`config.mk`:
```
export PLATFORM = sky130hd
export DESIGN_NAME = reset_source_logic
export DESIGN_NICKNAME = d
export VERILOG_FILES = /design/src/hw/rst_seq_pkg.sv /design/src/hw/reset_source_logic.sv
export VERILOG_INCLUDE_DIRS = /design/src /design/src/hw
export SDC_FILE = /design/constraint.sdc
export NUM_CORES = 1
export LEC_CHECK = 0
export ABC_AREA = 1
export BUFFER_PORTS_ARGS = -buffer_cell sky130_fd_sc_hd__buf_2
export CAP_MARGIN = 10
export CORE_MARGIN = 2
export CORE_UTILIZATION = 40
export DETAILED_ROUTE_END_ITERATION = 7
export PLACE_DENSITY = 0.65
export SLEW_MARGIN = 25
export SYNTH_ARGS = -nofsm -noshare
export SYNTH_HDL_FRONTEND = slang
export SYNTH_HIERARCHICAL = 1
export SYNTH_SLANG_ARGS = --single-unit
```
`constraint.sdc`:
```
create_clock -name sys_clk -period 2 [get_ports sys_clk]
set_input_delay 0.3 -clock sys_clk [delete_from_list [all_inputs] [get_ports sys_clk]]
set_output_delay 0.3 -clock sys_clk [all_outputs]
set_load 0.02 [all_outputs]
```
`src/hw/rst_seq_defines.svh`:
```
// offsets, field positions, reset values and timing counts of the reset source logic
`ifndef RST_SEQ_DEFINES_SVH
`define RST_SEQ_DEFINES_SVH

// register word offsets
`define OFS_LV_THRESHOLD   2'h0
`define OFS_RESET_CAUSE    2'h1
`define OFS_IRQ_STATUS     2'h2
`define OFS_IRQ_MASK       2'h3

// threshold-select codes
`define LV_CODE_2V10       8'h55
`define LV_CODE_2V55       8'h33
`define LV_CODE_3V15       8'h99
`define LV_CODE_3V80       8'hAA
`define LV_THRESHOLD_POR   8'h55

// reset-cause bit positions
`define CAUSE_WDT_CTRL     0
`define CAUSE_LV_SELECT    1
`define CAUSE_LV_EVENT     2
`define CAUSE_WIDTH        3

// interrupt status bit positions
`define IRQ_WDT_CTRL       0
`define IRQ_LV_SELECT      1
`define IRQ_LV_EVENT       2
`define IRQ_PIN_RESET      3
`define IRQ_WDT_TIMEOUT    4
`define IRQ_WIDTH          5

// slow oscillator edges from detection to reset
`define SLOW_EDGES_TO_RESET 2'd2

// timing
`define CLK_PERIOD_NS      20
`define LV_RESTART_NS      50000000
`define WDT_RESTART_NS     16700000
`define PIN_RESTART_NS     50000000
`define LV_QUALIFY_NS      120000
`define LV_RESTART_CYCLES  ((`LV_RESTART_NS + `CLK_PERIOD_NS - 1) / `CLK_PERIOD_NS)
`define WDT_RESTART_CYCLES ((`WDT_RESTART_NS + `CLK_PERIOD_NS - 1) / `CLK_PERIOD_NS)
`define PIN_RESTART_CYCLES ((`PIN_RESTART_NS + `CLK_PERIOD_NS - 1) / `CLK_PERIOD_NS)
`define LV_QUALIFY_CYCLES  ((`LV_QUALIFY_NS + `CLK_PERIOD_NS - 1) / `CLK_PERIOD_NS)
`define DELAY_WIDTH        22

`endif

```
`src/hw/rst_seq_pkg.sv`:
```
// types shared by the reset source logic
package rst_seq_pkg;

	typedef enum logic [1:0] {
		st_run,
		st_pin_hold,
		st_sync,
		st_delay
	} seq_state_e;

	typedef struct packed {
		logic [1:0] addr;
		logic [7:0] wdata;
		logic       wr;
		logic       rd;
	} reg_req_s;

endpackage

```
`src/hw/reset_source_logic.sv`:
```
// reset source combining, cause recording and restart delay
`timescale 1ns/1ps
`include "rst_seq_defines.svh"

module reset_source_logic #(
	parameter int unsigned LV_RESTART_CYCLES  = `LV_RESTART_CYCLES,
	parameter int unsigned WDT_RESTART_CYCLES = `WDT_RESTART_CYCLES,
	parameter int unsigned PIN_RESTART_CYCLES = `PIN_RESTART_CYCLES,
	parameter int unsigned LV_QUALIFY_CYCLES  = `LV_QUALIFY_CYCLES
) (
	// clock and power-on reset
	input  wire logic                  sys_clk,
	input  wire logic                  rst,
	// register port
	input  wire rst_seq_pkg::reg_req_s reg_req,
	output logic [7:0]                 reg_rdata,
	// reset sources
	input  wire logic                  external_reset_pin_n,
	input  wire logic                  supply_low,
	input  wire logic                  power_down,
	input  wire logic                  wdt_timeout,
	input  wire logic                  wdt_ctrl_invalid,
	input  wire logic                  slow_osc_clock,
	input  wire logic                  timeout_flag_clear,
	// device side
	output logic                       device_reset,
	output logic                       pc_clear,
	output logic                       timeout_status_flag,
	output logic                       lv_monitor_enable,
	output logic [7:0]                 lv_threshold_code,
	output logic                       irq
);

	////////////////////////////////////////////////////////////////////////////
	// registers

	rst_seq_pkg::seq_state_e  state;
	rst_seq_pkg::seq_state_e  next_state;
	logic [`DELAY_WIDTH-1:0]  delay_cnt;
	logic [`DELAY_WIDTH-1:0]  next_delay_cnt;
	logic [`DELAY_WIDTH-1:0]  qualify_cnt;
	logic [1:0]               slow_edges;
	logic                     slow_q;
	logic                     slow_rise;
	logic                     pend_lv;
	logic                     pend_code;
	logic                     pend_wdtc;
	logic                     code_valid;
	logic                     lv_qualified;
	logic                     fire;
	logic                     enter_wdt;
	logic                     enter_pin;
	logic [`CAUSE_WIDTH-1:0]  cause;
	logic [`CAUSE_WIDTH-1:0]  cause_set;
	logic [`IRQ_WIDTH-1:0]    irq_status;
	logic [`IRQ_WIDTH-1:0]    irq_mask;
	logic [`IRQ_WIDTH-1:0]    irq_events;
	logic                     wr_thr;
	logic                     wr_cause;
	logic                     wr_stat;
	logic                     wr_mask;

	////////////////////////////////////////////////////////////////////////////
	// decode

	always_comb begin
		wr_thr   = 1'b0;
		wr_cause = 1'b0;
		wr_stat  = 1'b0;
		wr_mask  = 1'b0;
		if (reg_req.wr && reg_req.addr == `OFS_LV_THRESHOLD) begin
			wr_thr = 1'b1;
		end else if (reg_req.wr && reg_req.addr == `OFS_RESET_CAUSE) begin
			wr_cause = 1'b1;
		end else if (reg_req.wr && reg_req.addr == `OFS_IRQ_STATUS) begin
			wr_stat = 1'b1;
		end else if (reg_req.wr && reg_req.addr == `OFS_IRQ_MASK) begin
			wr_mask = 1'b1;
		end
	end

	////////////////////////////////////////////////////////////////////////////
	// threshold select and low-voltage qualification

	always_comb begin
		case (lv_threshold_code)
			`LV_CODE_2V10, `LV_CODE_2V55, `LV_CODE_3V15, `LV_CODE_3V80: code_valid = 1'b1;
			default: code_valid = 1'b0;
		endcase
	end

	always_ff @(posedge sys_clk) begin
		if (rst) begin
			lv_threshold_code <= `LV_THRESHOLD_POR;
		end else if (fire && pend_code) begin
			lv_threshold_code <= `LV_THRESHOLD_POR;
		end else if (wr_thr) begin
			// a genuine low-voltage reset leaves the code alone
			lv_threshold_code <= reg_req.wdata;
		end
	end

	always_ff @(posedge sys_clk) begin
		if (rst) begin
			lv_monitor_enable <= 1'b1;
		end else begin
			lv_monitor_enable <= ~power_down;
		end
	end

	// short dips never reach the threshold count
	always_ff @(posedge sys_clk) begin
		if (rst || !supply_low || !lv_monitor_enable || state != rst_seq_pkg::st_run) begin
			qualify_cnt <= '0;
		end else if (!lv_qualified) begin
			qualify_cnt <= qualify_cnt + 1'b1;
		end
	end
	assign lv_qualified = qualify_cnt >= LV_QUALIFY_CYCLES[`DELAY_WIDTH-1:0];

	////////////////////////////////////////////////////////////////////////////
	// slow oscillator edge counting

	always_ff @(posedge sys_clk) begin
		if (rst) begin
			slow_q <= 1'b0;
		end else begin
			slow_q <= slow_osc_clock;
		end
	end
	assign slow_rise = slow_osc_clock & ~slow_q;

	always_ff @(posedge sys_clk) begin
		if (rst || state != rst_seq_pkg::st_sync) begin
			slow_edges <= 2'd0;
		end else if (slow_rise) begin
			slow_edges <= slow_edges + 2'd1;
		end
	end
	// detection lands between edges, so the second edge is 1 to 2 slow periods on
	assign fire = state == rst_seq_pkg::st_sync && slow_rise
		&& slow_edges == `SLOW_EDGES_TO_RESET - 2'd1;

	// pending causes track the live conditions while running; all that stand are recorded
	always_ff @(posedge sys_clk) begin
		if (rst || state == rst_seq_pkg::st_pin_hold || fire) begin
			pend_lv   <= 1'b0;
			pend_code <= 1'b0;
			pend_wdtc <= 1'b0;
		end else if (state == rst_seq_pkg::st_run) begin
			pend_lv   <= lv_qualified;
			pend_code <= ~code_valid;
			pend_wdtc <= wdt_ctrl_invalid;
		end
	end

	////////////////////////////////////////////////////////////////////////////
	// sequencer

	// a time-out in the sync wait is still normal operation and must not be lost
	assign enter_wdt = external_reset_pin_n && wdt_timeout
		&& (state == rst_seq_pkg::st_run || state == rst_seq_pkg::st_sync);
	assign enter_pin = state == rst_seq_pkg::st_pin_hold && external_reset_pin_n;

	always_comb begin
		next_state     = state;
		next_delay_cnt = delay_cnt;
		if (!external_reset_pin_n) begin
			next_state = rst_seq_pkg::st_pin_hold;
		end else begin
			case (state)
				rst_seq_pkg::st_run: begin
					if (wdt_timeout) begin
						next_state     = rst_seq_pkg::st_delay;
						next_delay_cnt = WDT_RESTART_CYCLES[`DELAY_WIDTH-1:0];
					end else if (lv_qualified || !code_valid || wdt_ctrl_invalid) begin
						next_state = rst_seq_pkg::st_sync;
					end
				end
				rst_seq_pkg::st_pin_hold: begin
					next_state     = rst_seq_pkg::st_delay;
					next_delay_cnt = PIN_RESTART_CYCLES[`DELAY_WIDTH-1:0];
				end
				rst_seq_pkg::st_sync: begin
					// execution still runs here, so the watchdog keeps its priority
					if (wdt_timeout) begin
						next_state     = rst_seq_pkg::st_delay;
						next_delay_cnt = WDT_RESTART_CYCLES[`DELAY_WIDTH-1:0];
					end else if (fire) begin
						next_state     = rst_seq_pkg::st_delay;
						next_delay_cnt = LV_RESTART_CYCLES[`DELAY_WIDTH-1:0];
					end
				end
				rst_seq_pkg::st_delay: begin
					if (delay_cnt <= {{(`DELAY_WIDTH-1){1'b0}}, 1'b1}) begin
						next_state     = rst_seq_pkg::st_run;
						next_delay_cnt = '0;
					end else begin
						next_delay_cnt = delay_cnt - 1'b1;
					end
				end
				default: begin
					next_state = rst_seq_pkg::st_run;
				end
			endcase
		end
	end

	always_ff @(posedge sys_clk) begin
		if (rst) begin
			state     <= rst_seq_pkg::st_delay;
			delay_cnt <= PIN_RESTART_CYCLES[`DELAY_WIDTH-1:0];
		end else begin
			state     <= next_state;
			delay_cnt <= next_delay_cnt;
		end
	end

	// the sync wait is not yet a reset; execution continues until the edge
	always_ff @(posedge sys_clk) begin
		if (rst) begin
			device_reset <= 1'b1;
			pc_clear     <= 1'b1;
		end else begin
			device_reset <= next_state == rst_seq_pkg::st_pin_hold
				|| next_state == rst_seq_pkg::st_delay;
			pc_clear     <= next_state == rst_seq_pkg::st_pin_hold
				|| next_state == rst_seq_pkg::st_delay;
		end
	end

	always_ff @(posedge sys_clk) begin
		if (rst) begin
			timeout_status_flag <= 1'b0;
		end else if (enter_wdt) begin
			timeout_status_flag <= 1'b1;
		end else if (timeout_flag_clear) begin
			timeout_status_flag <= 1'b0;
		end
	end

	////////////////////////////////////////////////////////////////////////////
	// reset cause flags, survive every reset except power-on

	always_comb begin
		cause_set                   = '0;
		cause_set[`CAUSE_WDT_CTRL]  = fire && pend_wdtc;
		cause_set[`CAUSE_LV_SELECT] = fire && pend_code;
		cause_set[`CAUSE_LV_EVENT]  = fire && pend_lv;
	end

	// one flag cell per bit; a written one leaves its bit alone
	for (genvar g = 0; g < `CAUSE_WIDTH; g++) begin : g_cause
		cause_flag_bit i_cause_flag_bit (
			.sys_clk (sys_clk),
			.rst     (rst),
			.set     (cause_set[g]),
			.wr      (wr_cause),
			.wr_bit  (reg_req.wdata[g]),
			.flag    (cause[g])
		);
	end

	////////////////////////////////////////////////////////////////////////////
	// interrupts

	always_comb begin
		irq_events                   = '0;
		irq_events[`IRQ_WDT_CTRL]    = fire && pend_wdtc;
		irq_events[`IRQ_LV_SELECT]   = fire && pend_code;
		irq_events[`IRQ_LV_EVENT]    = fire && pend_lv;
		irq_events[`IRQ_PIN_RESET]   = enter_pin;
		irq_events[`IRQ_WDT_TIMEOUT] = enter_wdt;
	end

	// set wins over a write-one clear in the same cycle
	always_ff @(posedge sys_clk) begin
		if (rst) begin
			irq_status <= '0;
		end else if (wr_stat) begin
			irq_status <= (irq_status & ~reg_req.wdata[`IRQ_WIDTH-1:0]) | irq_events;
		end else begin
			irq_status <= irq_status | irq_events;
		end
	end

	always_ff @(posedge sys_clk) begin
		if (rst) begin
			irq_mask <= '0;
		end else if (wr_mask) begin
			irq_mask <= reg_req.wdata[`IRQ_WIDTH-1:0];
		end
	end

	always_ff @(posedge sys_clk) begin
		if (rst) begin
			irq <= 1'b0;
		end else begin
			irq <= |(irq_status & irq_mask);
		end
	end

	////////////////////////////////////////////////////////////////////////////
	// read data

	always_ff @(posedge sys_clk) begin
		if (rst || !reg_req.rd) begin
			reg_rdata <= 8'h00;
		end else if (reg_req.addr == `OFS_LV_THRESHOLD) begin
			reg_rdata <= lv_threshold_code;
		end else if (reg_req.addr == `OFS_RESET_CAUSE) begin
			reg_rdata <= {5'h00, cause};
		end else if (reg_req.addr == `OFS_IRQ_STATUS) begin
			reg_rdata <= {3'h0, irq_status};
		end else begin
			reg_rdata <= {3'h0, irq_mask};
		end
	end

endmodule

////////////////////////////////////////////////////////////////////////////
// reset-cause flag cell
//
// hardware sets, software clears with a zero; writing ones to the bits to keep
// lets software clear one cause without touching the others

module cause_flag_bit #(
	parameter logic INIT = 1'b0
) (
	// clock and power-on reset
	input  wire logic sys_clk,
	input  wire logic rst,
	// hardware event
	input  wire logic set,
	// software write of this bit
	input  wire logic wr,
	input  wire logic wr_bit,
	// stored flag
	output logic      flag
);

	// set wins over a clearing write landing in the same cycle
	always_ff @(posedge sys_clk) begin
		if (rst) begin
			flag <= INIT;
		end else if (set) begin
			flag <= 1'b1;
		end else if (wr && !wr_bit) begin
			flag <= 1'b0;
		end
	end

endmodule

```
==> Yosys cells after proc, flatten, opt, wreduce, memory -nomap -nowiden <==
Index checks and enable logic that the tools add are counted.
Widths: inputs -> output; s select.
{ "op_classes": {"n_addsub": 3, "order_cmp": 2, "eq_ne": 16, "n_mux": 35, "n_bitwise": 9, "n_reduce_logical": 44} }
{ "ops": {"columns": ["operator", "count"], "rows": [
  ["$mux 22", 4],
  ["$pmux 22 s4", 1],
  ["$add 22x1->22 const B", 1],
  ["$ge 22x13->1 const B", 1],
  ["$le 22x1->1 const B", 1],
  ["$sub 22x1->22 const B", 1],
  ["$mux 1", 19],
  ["$eq 8x8->1 const B", 2],
  ["$logic_and 1x1->1", 15],
  ["$mux 5", 3],
  ["$mux 2", 6],
  ["$logic_or 1x1->1", 11],
  ["$and 5x5->5", 2],
  ["$eq 2x2->1 const B", 5],
  ["$or 5x5->5", 2],
  ["$reduce_bool 2->1", 5],
  ["$eq 2x1->1 const B", 4],
  ["$eq 8x6->1 const B", 1],
  ["$eq 8x7->1 const B", 1],
  ["$mux 8", 1],
  ["$pmux 2 s4", 1],
  ["$logic_not 1->1", 7],
  ["$not 5->5", 1],
  ["$reduce_or 5->1", 1],
  ["9 further kinds", 13]
]} }
{ "totals": {"reg_bits": 85, "in_bits": 21, "out_inout_bits": 21, "wordCells": 128} }

==> Logic depth before layout (Yosys ltp) <==
Gate-level depths: netlist of the first run.
{ "logic_depth": {"word_depth": 12, "depth_mapped": 11, "mapped_depth_nobuf": 11} }

==> Cells and area by module <==
Netlist of the first run, hierarchy kept.
{ "modules_own_cells": {"columns": ["mod", "instances", "cells_per_inst", "area_per_inst_um2", "seq_area_each_um2"], "rows": [
  ["reset_source_logic", 1, 573, 3985.1, 1621.6],
  ["cause_flag_bit", 3, 6, 43.8, 20.0]
]} }

==> Least setup slack after synthesis of the first run <==
No wires, ideal clock.
{ "synth_timing": {"kind": "reg-to-reg", "start": "reg pc_clear (netlist name)", "end": "reg delay_cnt[6]", "setup_ps": 119, "arrival_ps": 1416, "required_time_ps": 1881, "path_slack_ps": 465, "path_stages_with_launch": 11, "n_path_buf": 2, "period_less_slack_ps": 1535, "cell_sequence": "dfxtp_1 -> buf_2 -> nor2_4 -> nand3_4 -> nand2_2 -> nand2_2 -> clkinv_2 -> buf_6 -> nand2_1 -> xor2_1 -> nor2_1"} }
{ "synth_lines": {"columns": ["element", "line_no", "source"], "rows": [
  ["to (signal assigned)", "reset_source_logic.sv:212", "delay_cnt <= PIN_RESTART_CYCLES[`DELAY_WIDTH-1:0];"],
  ["to (signal assigned)", "reset_source_logic.sv:215", "delay_cnt <= next_delay_cnt;"],
  ["to (decl)", "reset_source_logic.sv:39", "logic [`DELAY_WIDTH-1:0] delay_cnt;"]
]} }

==> Worst setup path in the final report of the first run <==
{ "layout_timing": {"start": "reg delay_cnt[0]", "end": "reg pc_clear"} }
{ "layout_via": {"elab_chain_cells": 6, "elab_cells_between_ends": 7, "classes_between": "order compare (1); eq/ne (2); mux (3); reduce/logical (1)"} }
{ "layout_lines": {"columns": ["element", "line_no", "source"], "rows": [
  ["$le 22x1->1 *", "reset_source_logic.sv:195", "if (delay_cnt <= {{(`DELAY_WIDTH-1){1'b0}}, 1'b1}) begin"],
  ["$mux 2 *", "reset_source_logic.sv:195", null],
  ["$pmux 2 s4 *", "reset_source_logic.sv:171", "case (state)"],
  ["$mux 2 *", "reset_source_logic.sv:168", "if (!external_reset_pin_n) begin"],
  ["$eq 2x1->1 or $eq 2x2->1 (tied branches)", "reset_source_logic.sv:227, reset_source_logic.sv:228", null],
  ["$logic_or 1x1->1 *", "reset_source_logic.sv:228", "|| next_state == rst_seq_pkg::st_delay;"],
  ["to (signal assigned)", "reset_source_logic.sv:227", "pc_clear <= next_state == rst_seq_pkg::st_pin_hold"],
  ["to (decl)", "reset_source_logic.sv:27", "output logic pc_clear,"]
]} }
Mark *: on every way between the ends. The rest lies on a longest branch, timed or not.
A chain may end at the register's enable or synchronous reset.

==> flow_summary.json, run 1 <==
{
  "synth.cells.most_frequent": "nand2_1 (124), nor2_1 (87), dfxtp_1 (84), inv_1 (76), a21oi_1 (46)",
  "finalPower_mw": 3.67,
  "syn_inst": 591,
  "syn_nets": 617,
  "cts.sinks": 84,
  "drt_first_pass_iters": 5,
  "grt_usage_pct": 18.8,
  "fmax_mhz": 566,
  "power_frac_clock_pct": 41.8,
  "grt_pass1_wl_um": 17100,
  "maxSlewHeadroom_pct": 64.6,
  "root_buffer": "clkbuf_8",
  "dr.first_iter.drc_count": 297,
  "timing.final.ws_setup_ns": 0.232,
  "hold_class": "input port to register",
  "p_leak_nw": 1.98,
  "die_area_um2": 11100,
  "synth_area_um2": 4120,
  "critPathArrivalTime_ns": 2.01,
  "p_int_mw": 2.70,
  "share_comb_of_total_power_pct": 9.9,
  "critical_path_required_ns": 2.24,
  "r2r.worst_path.cells": 9,
  "rows": 37,
  "antenna_cells": 0,
  "cts_buffer_depth": 2,
  "crit_top_cell": "nand2_1",
  "htreeDepth": 3,
  "routabilityCongestion": 0.912,
  "crit_path_top_delay_cell": "dfxtp_1",
  "synthTopCellsByArea": "dfxtp_1 (41%), nand2_1 (11%), nor2_1 (7.9%)",
  "gr-total-overflow": 0,
  "viasPerCell": 5.00,
  "whs_path_depth": 2,
  "synth_ff_type": "dfxtp_1",
  "yosysSeqAreaShare_pct": 40.9,
  "placeableCoreArea_um2": 10100,
  "status": "finished, final reports clean",
  "slew_viol_final": 0,
  "cts_tree": "yes",
  "synth.most_common_cell": "nand2_1",
  "clock_latency_ns": 0.36,
  "drive_above_1_share_pct": 13.4,
  "min_to": "lv_monitor_enable$_SDFF_PP1_",
  "r2r_start": "delay_cnt[0]$_SDFFE_PP0P_",
  "peakVddDrop_v": 0.000416,
  "start_kind": "register",
  "place_ws_ns": 0.277,
  "setup_tns_ns": 0,
  "fp.dieH_um": 105,
  "clk_pin_slew_ns": 0.09,
  "routed_wirelength_um": 10000,
  "p_seq_share_pct": 48.3,
  "timing.rr.end": "pc_clear$_SDFF_PP1_",
  "yosysTopAreaCellShare_pct": 40.9,
  "path_cells": "inv_1 > ha_1 > nand2_1 > nor2_1 > nand4_1 > nand2_1 > nand2_1 > nand3b_1 > nand3b_1",
  "port_buffers": 41,
  "crit_path_max_incr_delay_ns": 0.33,
  "cp-end-kind": "register",
  "cp-startpoint": "delay_cnt[0]$_SDFFE_PP0P_",
  "syn2layout_area_growth_pct": 15.1,
  "finalSetupViolations": 0,
  "finalCritPeriodShare_pct": 88.4,
  "cts_resized": 0,
  "numCtsBuffers": 9,
  "ys_async_sr_fraction_pct": 0,
  "drc": 0,
  "worst_slew_pin_slew_ns": 0.528,
  "grt_max_degree": 23,
  "rsz0062_at_grt": "false",
  "synth_top_cell_by_area": "dfxtp_1",
  "cts_setup_buffers": 0,
  "power_switching_mw": 0.969,
  "period_minus_slack_ns": 1.77,
  "layout.nets": 664,
  "p_per_area_nw_per_um2": 775,
  "r2r_slack_ns": 0.23,
  "io_pins": 42,
  "initial_core_util_pct": 40.6,
  "hold_viol_final": 0,
  "ys_types": 40,
  "antenna_found_initial": 0,
  "hold_buffers": 0,
  "vias": 3893,
  "wl_per_cell_um": 12.9,
  "synth-seq-cells": 84,
  "fin_util_pct": 46.7,
  "syn_avg_cell_area_um2": 6.97,
  "fin_skew_ns": 0.0112,
  "yosys_warnings": 6,
  "first_global_vias": 3680,
  "ant_nets": 0,
  "maxCapViolations": 0,
  "cp_max_fo": 8,
  "hold_start": "power_down",
  "crit_type": "register to register",
  "die_w_um": 105,
  "detailedPlacementHpwl_um": 7420,
  "synth_edf_count": 0,
  "swShare_pct": 26.4
}
flip-flops by register name (all words and copies together) (netlist names), 2 cells and up:
register	cells
irq_mask	5
qualify_cnt	22
delay_cnt	22
lv_threshold_code	8
irq_status	5
slow_edges	2
g_cause.i_cause_flag_bit/flag	3
reg_rdata	8
power by group through the flow:
stage | Sequential [mW] | Combinational (mW) | Clock, mW
final | 1.77 | 0.364 | 1.54
after global routing | 1.78 | 0.416 | 1.64
after CTS | 1.77 | 0.361 | 1.57
after detailed placement | 1.81 | 0.359 | 0
after global placement | 1.81 | 0.355 | 0
after floorplan | 1.81 | 0.239 | 0
routing by layer:
layer / up-vias / share of wire [%] / GRT usage, %
li1: 2004 / - / -
met1: 1768 / 48 / 25.3
met2: 108 / 45 / 30.1
met3: 13 / 5.2 / 3.28
met4: 0 / 1.7 / 6.86
met5: - / 0 / 0
cells in the final DEF (no fill, tap or decap), drive strengths merged, types with 3 or more instances in the layout:
cell type  instances
a21oi             49
a221oi             3
buf               50
bufinv             3
clkbuf             9
dfxtp             84
ha                 5
inv               83
nand2            126
nand3             42
nand3b             4
nand4             15
nor2              91
nor3              10
o211ai             9
o21ai             28
xnor2              6
xor2              12
logic make-up after synthesis:
kind of cell	count (synthesis)	synth area share, %
AOI/OAI and AO/OA	98	13.6
xor gates and xnor gates	18	3.83
buffers and inverters	95	9.15
DFF	84	40.9
adders and majority gates	5	1.52
and+or+nand+nor	291	31.0
worst max path at each step:
stage                     cells after the start                    endpoint
after floorplan                              10   delay_cnt[6]$_SDFFE_PP0P_
after detailed placement                      9         pc_clear$_SDFF_PP1_
after CTS                                     9         pc_clear$_SDFF_PP1_
final                                         9         pc_clear$_SDFF_PP1_
after global placement                        8  delay_cnt[12]$_SDFFE_PP0P_
after global routing                          9  delay_cnt[13]$_SDFFE_PP1P_
per-stage QoR:
stage	hold slack, ns	std cells	area, um2
floorplan	0.362	591	4120
global placement	0.414	763	4490
detailed placement	0.423	763	4490
CTS	0.0862	779	4740
global route	0.0891	779	4740
finish	0.0966	779	4740
critical path: cells and delay by family (launching register included):
family | cells | cell delay (ns)
AND/OR/NAND/NOR | 7 | 1.04
adder cells (fa/ha/maj) | 1 | 0.18
buffers and inverters | 1 | 0.12
flip-flops | 1 | 0.33
cell type report:
cell class | count | area [um2]
Sequential cell | 84 | 1680
Timing Repair Buffer | 50 | 273
Tap cell | 136 | 170
Clock inverter | 7 | 128
Fill cell | 1012 | 5400
Multi-Input combinational cell | 412 | 2060
Inverter | 81 | 305
Clock buffer | 9 | 124
No activity file was read; power rests on OpenSTA's default activity.
==> inputs of run 2 (changes only) <==
- CORE_UTILIZATION: 40 -> 50
- PLACE_DENSITY: 0.65 -> 0.76
==> run 2 against run 1 <==
Compared with the run above:
- cell count shrank 4.1%
- combinational power is essentially flat
- critical path depth shrank 1
- die area shrank 19%
- highest routed layer unchanged
- clock skew grew 0.0051 ns
- maximum frequency grew 0.61%
- largest cell class unchanged
- critical path type unchanged
- total power shrank 11%
- largest power group unchanged
- clock power shrank 26%
- flip-flop and latch count is the same
- sequential power is essentially flat
- via count grew 0.64%
- wire length shrank 2.3%
==> flow_summary.json, run 2 (synthesized netlist as in run 1, its figures left out) <==
{
  "routed_wirelength_um": 9790,
  "detailedPlacementHpwl_um": 7290,
  "ant_nets": 0,
  "cts.sinks": 84,
  "finalPower_mw": 3.28,
  "place_ws_ns": 0.256,
  "crit_type": "register to register",
  "hold_class": "input port to register",
  "initial_core_util_pct": 50.9,
  "rows": 33,
  "worst_slew_pin_slew_ns": 0.465,
  "htreeDepth": 3,
  "maxCapViolations": 0,
  "numCtsBuffers": 9,
  "syn2layout_area_growth_pct": 12.3,
  "drive_above_1_share_pct": 13.2,
  "clock_latency_ns": 0.37,
  "layout.nets": 663,
  "crit_path_max_incr_delay_ns": 0.43,
  "hold_viol_final": 0,
  "fp.dieH_um": 94.7,
  "antenna_found_initial": 0,
  "start_kind": "register",
  "finalCritPeriodShare_pct": 87.9,
  "timing.final.ws_setup_ns": 0.243,
  "placeableCoreArea_um2": 8090,
  "post_dp_cell_area_um2": 4440,
  "fillers": 790,
  "crit_path_top_delay_cell": "dfxtp_1",
  "fin_area_um2": 4620,
  "period_minus_slack_ns": 1.76,
  "clk_pin_slew_ns": 0.09,
  "routabilityCongestion": 0.911,
  "p_leak_nw": 1.94,
  "grt_max_degree": 23,
  "root_buffer": "clkbuf_8",
  "layout_common_cells": "nand2_1 (124), nor2_1 (87), dfxtp_1 (84)",
  "drt_first_pass_iters": 6,
  "viasPerCell": 5.24,
  "crit_top_cell": "nand2_2",
  "maxSlewHeadroom_pct": 68.8,
  "critical_path_required_ns": 2.24,
  "drc": 0,
  "vias": 3918,
  "fin_util_pct": 57.1,
  "rsz0062_at_grt": "false",
  "slew_viol_final": 0,
  "fin_skew_ns": 0.0164,
  "p_per_area_nw_per_um2": 709,
  "cp-end-kind": "register",
  "die_area_um2": 8970,
  "layout_commonest_cell": "nand2_1",
  "top_regs": "delay_cnt (22), qualify_cnt (22)",
  "path_cells": "inv_2 > nor2_4 > nand3_4 > nand2_2 > nand2_2 > buf_4 > nor3_2 > a21oi_1",
  "die_w_um": 94.7,
  "critPathArrivalTime_ns": 2.00,
  "cts_buffer_depth": 2,
  "io_pins": 42,
  "setup_tns_ns": 0,
  "first_global_vias": 3613,
  "status": "finished, final reports clean",
  "peakVddDrop_v": 0.000432,
  "cts_setup_buffers": 0,
  "gr-total-overflow": 0,
  "fmax_mhz": 569,
  "cts_tree": "yes",
  "grt_usage_pct": 23.3,
  "cp_max_fo": 13,
  "finalSetupViolations": 0,
  "port_buffers": 41,
  "grt_pass1_wl_um": 16300,
  "wl_per_cell_um": 13.1,
  "antenna_cells": 0,
  "dr.first_iter.drc_count": 261,
  "hold_buffers": 0,
  "cts_resized": 0
}
-- run 2: cell types whose count changed in the layout (fill, tap and decap cells not counted) --
cell and delta:
inv_6 -1, bufinv_16 -3, clkinvlp_4 +1, clkinv_2 +1, clkinv_4 +2, buf_4 -1
-- run 2: worst paths after layout --
| check | to | slack [ns] | cells past startpoint | from |
|---|---|---|---|---|
| worst max-delay path | delay_cnt[12]$_SDFFE_PP0P_ | 0.24 | 8 | state[1]$_SDFF_PP1_ |
| worst max register to register | delay_cnt[12]$_SDFFE_PP0P_ | 0.24 | 8 | state[1]$_SDFF_PP1_ |
| worst min register to register | qualify_cnt[20]$_SDFFE_PP0N_ | 0.44 | 2 | qualify_cnt[20]$_SDFFE_PP0N_ |
| worst min-delay path | lv_monitor_enable$_SDFF_PP1_ | 0.1 | 2 | power_down |
-- run 2: metrics by stage --
stage / instances / hold WS, ns
after global routing: 747 / 0.0895
after global placement: 731 / 0.417
after CTS: 747 / 0.0849
final: 747 / 0.0972
after detailed placement: 731 / 0.426
after floorplan: 591 / 0.362
-- run 2: routing by layer --
metal | wire length, um | up-vias | track usage (%)
met3 | 634 | 17 | 4.71
met2 | 4480 | 115 | 37.1
met5 | 0 | - | 0
li1 | - | 2001 | -
met1 | 4490 | 1785 | 30.8
met4 | 182 | 0 | 9.54
-- run 2: worst max-delay path, delay by kind of cell (launching register included) --
kind	cells	cell delay [ns]
DFF	1	0.43
AOI/OAI and AO/OA	1	0.15
buffers and inverters	2	0.26
and+or+nand+nor	5	0.79
-- run 2: report_power, final --
part	internal, mW	total (mW)	leakage, nW	switching, mW
Combinational	0.130	0.363	1.17	0.233
Clock	0.470	1.14	0.0921	0.669
Sequential	1.72	1.78	0.684	0.0543
Total	2.32	3.28	1.94	0.956
-- run 2: layout make-up --
| class | instances | area [um2] | area share (%) |
|---|---|---|---|
| clock buffers | 9 | 124 | 2.68 |
| clock inverters | 7 | 58.8 | 1.27 |
| inverters | 81 | 305 | 6.60 |
| multi-input cells | 412 | 2060 | 44.5 |
| flip-flops and latches | 84 | 1680 | 36.4 |
| well taps | 105 | 131 | 2.84 |
| repair buffers | 49 | 265 | 5.74 |
==> inputs of run 3 (changes only) <==
- PLACE_DENSITY: 0.76 -> 0.69
- RECOVER_POWER: not set -> 25
==> run 3 against run 2 <==
Compared with the run above:
- core utilization is 0.093 points higher
- combinational power is 3% lower
- highest routed layer unchanged
- sequential share of layout area hardly changed
- total power is 3.8% higher
- largest cell class unchanged
==> flow_summary.json, run 3 (synthesized netlist as in run 1, its figures left out) <==
{
  "status": "finished, final reports clean",
  "ant_nets": 0,
  "multi_input_area_um2": 2060,
  "post_dp_cell_area_um2": 4440,
  "worst_slew_pin_slew_ns": 0.696,
  "hold_start": "power_down",
  "slew_viol_final": 0,
  "dr.first_iter.drc_count": 271,
  "hold_viol_final": 0,
  "maxCapViolations": 0,
  "grt_pass1_wl_um": 16100,
  "timing.final.ws_setup_ns": 0.270,
  "syn2layout_area_growth_pct": 12.5,
  "die_area_um2": 8970,
  "placeableCoreArea_um2": 8090,
  "layout_commonest_cell": "nand2_1",
  "maxSlewHeadroom_pct": 53.6,
  "setup_tns_ns": 0,
  "grt_max_degree": 22,
  "place_ws_ns": 0.253,
  "r2r.worst_path.cells": 9,
  "port_buffers": 41,
  "gr-total-overflow": 0,
  "numCtsBuffers": 9,
  "critical_path_required_ns": 2.23,
  "viasPerCell": 5.16,
  "r2r_start": "delay_cnt[0]$_SDFFE_PP0P_",
  "rsz0062_at_grt": "false",
  "antenna_found_initial": 0,
  "vias": 3858,
  "top_usage_layer": "met2",
  "fin_skew_ns": 0.0140,
  "cp-startpoint": "delay_cnt[0]$_SDFFE_PP0P_",
  "peakVddDrop_v": 0.000425,
  "period_minus_slack_ns": 1.73,
  "top_regs": "delay_cnt (22), qualify_cnt (22)",
  "fillers": 826,
  "regArea_um2": 1680,
  "grt_usage_pct": 22.8,
  "root_buffer": "clkbuf_8",
  "die_w_um": 94.7,
  "finalSetupViolations": 0,
  "drc": 0,
  "cts_buffer_depth": 2,
  "first_global_vias": 3531,
  "cp_max_fo": 8,
  "antenna_cells": 0,
  "detailedPlacementHpwl_um": 7380,
  "fp.dieH_um": 94.7,
  "cp-end-kind": "register",
  "whs_path_depth": 2,
  "io_pins": 42,
  "critPathArrivalTime_ns": 1.96,
  "use_met3_pct": 3.43,
  "met1_usage_pct": 32.5,
  "htreeDepth": 3,
  "hold_class": "input port to register",
  "cts_tree": "yes",
  "layout.nets": 663,
  "drive_above_1_share_pct": 11.2,
  "layout_common_cells": "nand2_1 (124), nor2_1 (87), dfxtp_1 (83)",
  "fmax_mhz": 578,
  "hold_ws_ns": 0.118,
  "fin_util_pct": 57.2,
  "p_per_area_nw_per_um2": 734,
  "p_leak_nw": 1.90,
  "drt_first_pass_iters": 5,
  "hold_buffers": 0,
  "initial_core_util_pct": 50.9,
  "use_met2_pct": 34.9,
  "clock_latency_ns": 0.35,
  "r2r_slack_ns": 0.27,
  "cts_setup_buffers": 0,
  "fin_area_um2": 4630,
  "rows": 33,
  "start_kind": "register",
  "finalCritPeriodShare_pct": 86.5,
  "crit_type": "register to register",
  "clk_pin_slew_ns": 0.08,
  "wl_per_cell_um": 13.0,
  "routed_wirelength_um": 9690,
  "cts.sinks": 84,
  "routabilityCongestion": 0.913
}
-- run 3: cell count changes in the layout (fill, tap and decap cells not counted), sizes merged --
cell    before  now
buf         49   36
bufinv       0    1
clkbuf       9   25
clkinv       5    3
inv         82   80
-- run 3: final timing paths --
check,to
worst max-delay path,delay_cnt[7]$_SDFFE_PP1P_
worst min-delay path,lv_monitor_enable$_SDFF_PP1_
worst max register to register,delay_cnt[7]$_SDFFE_PP1P_
worst min register to register,qualify_cnt[19]$_SDFFE_PP0N_
-- run 3: area by class of cell --
cell class	count	share of cell area, %
clock buffers	12	3.35
clock inverters	4	1.19
inverters	81	6.59
multi-input cells	412	44.4
flip-flops and latches	84	36.3
well taps	105	2.84
repair buffers	49	5.27
-- run 3: timing repair --
action                     in CTS  in global routing
resized for setup               0                  1
hold endpoints to repair        0                  0
setup endpoints to repair       0                  1
-- run 3: where the power goes --
| part | switching [mW] | total [mW] | leakage [nW] | internal [mW] |
|---|---|---|---|---|
| sequential | 0.0551 | 1.78 | 0.683 | 1.72 |
| combinational | 0.226 | 0.351 | 1.11 | 0.125 |
| clock | 0.621 | 1.27 | 0.103 | 0.653 |
| total | 0.903 | 3.40 | 1.90 | 2.50 |
-- run 3: worst max-delay path, cell delays in order, from the launching register on --
cell and delay (ns):
dfxtp_1 0.33, inv_1 0.12, ha_1 0.18, nand2_1 0.09
nor2_1 0.26, nand4_1 0.13, nand2_1 0.11, nand2_1 0.18
o211ai_1 0.15, nand2_1 0.06
-- run 3: metrics by stage --
step | power, mW | std cells
2_1_floorplan | 2.05 | 591
3_3_place_gp | 2.16 | 731
3_5_place_dp | 2.16 | 731
4_1_cts | 3.43 | 747
5_1_grt | 3.56 | 747
6_report | 3.40 | 747
-- run 3: per-layer routing --
layer | share of wire (%) | up-vias
met4 | 1.4 | 0
met3 | 4.0 | 13
met1 | 51 | 1750
li1 | - | 2003
met2 | 44 | 92
met5 | 0 | -
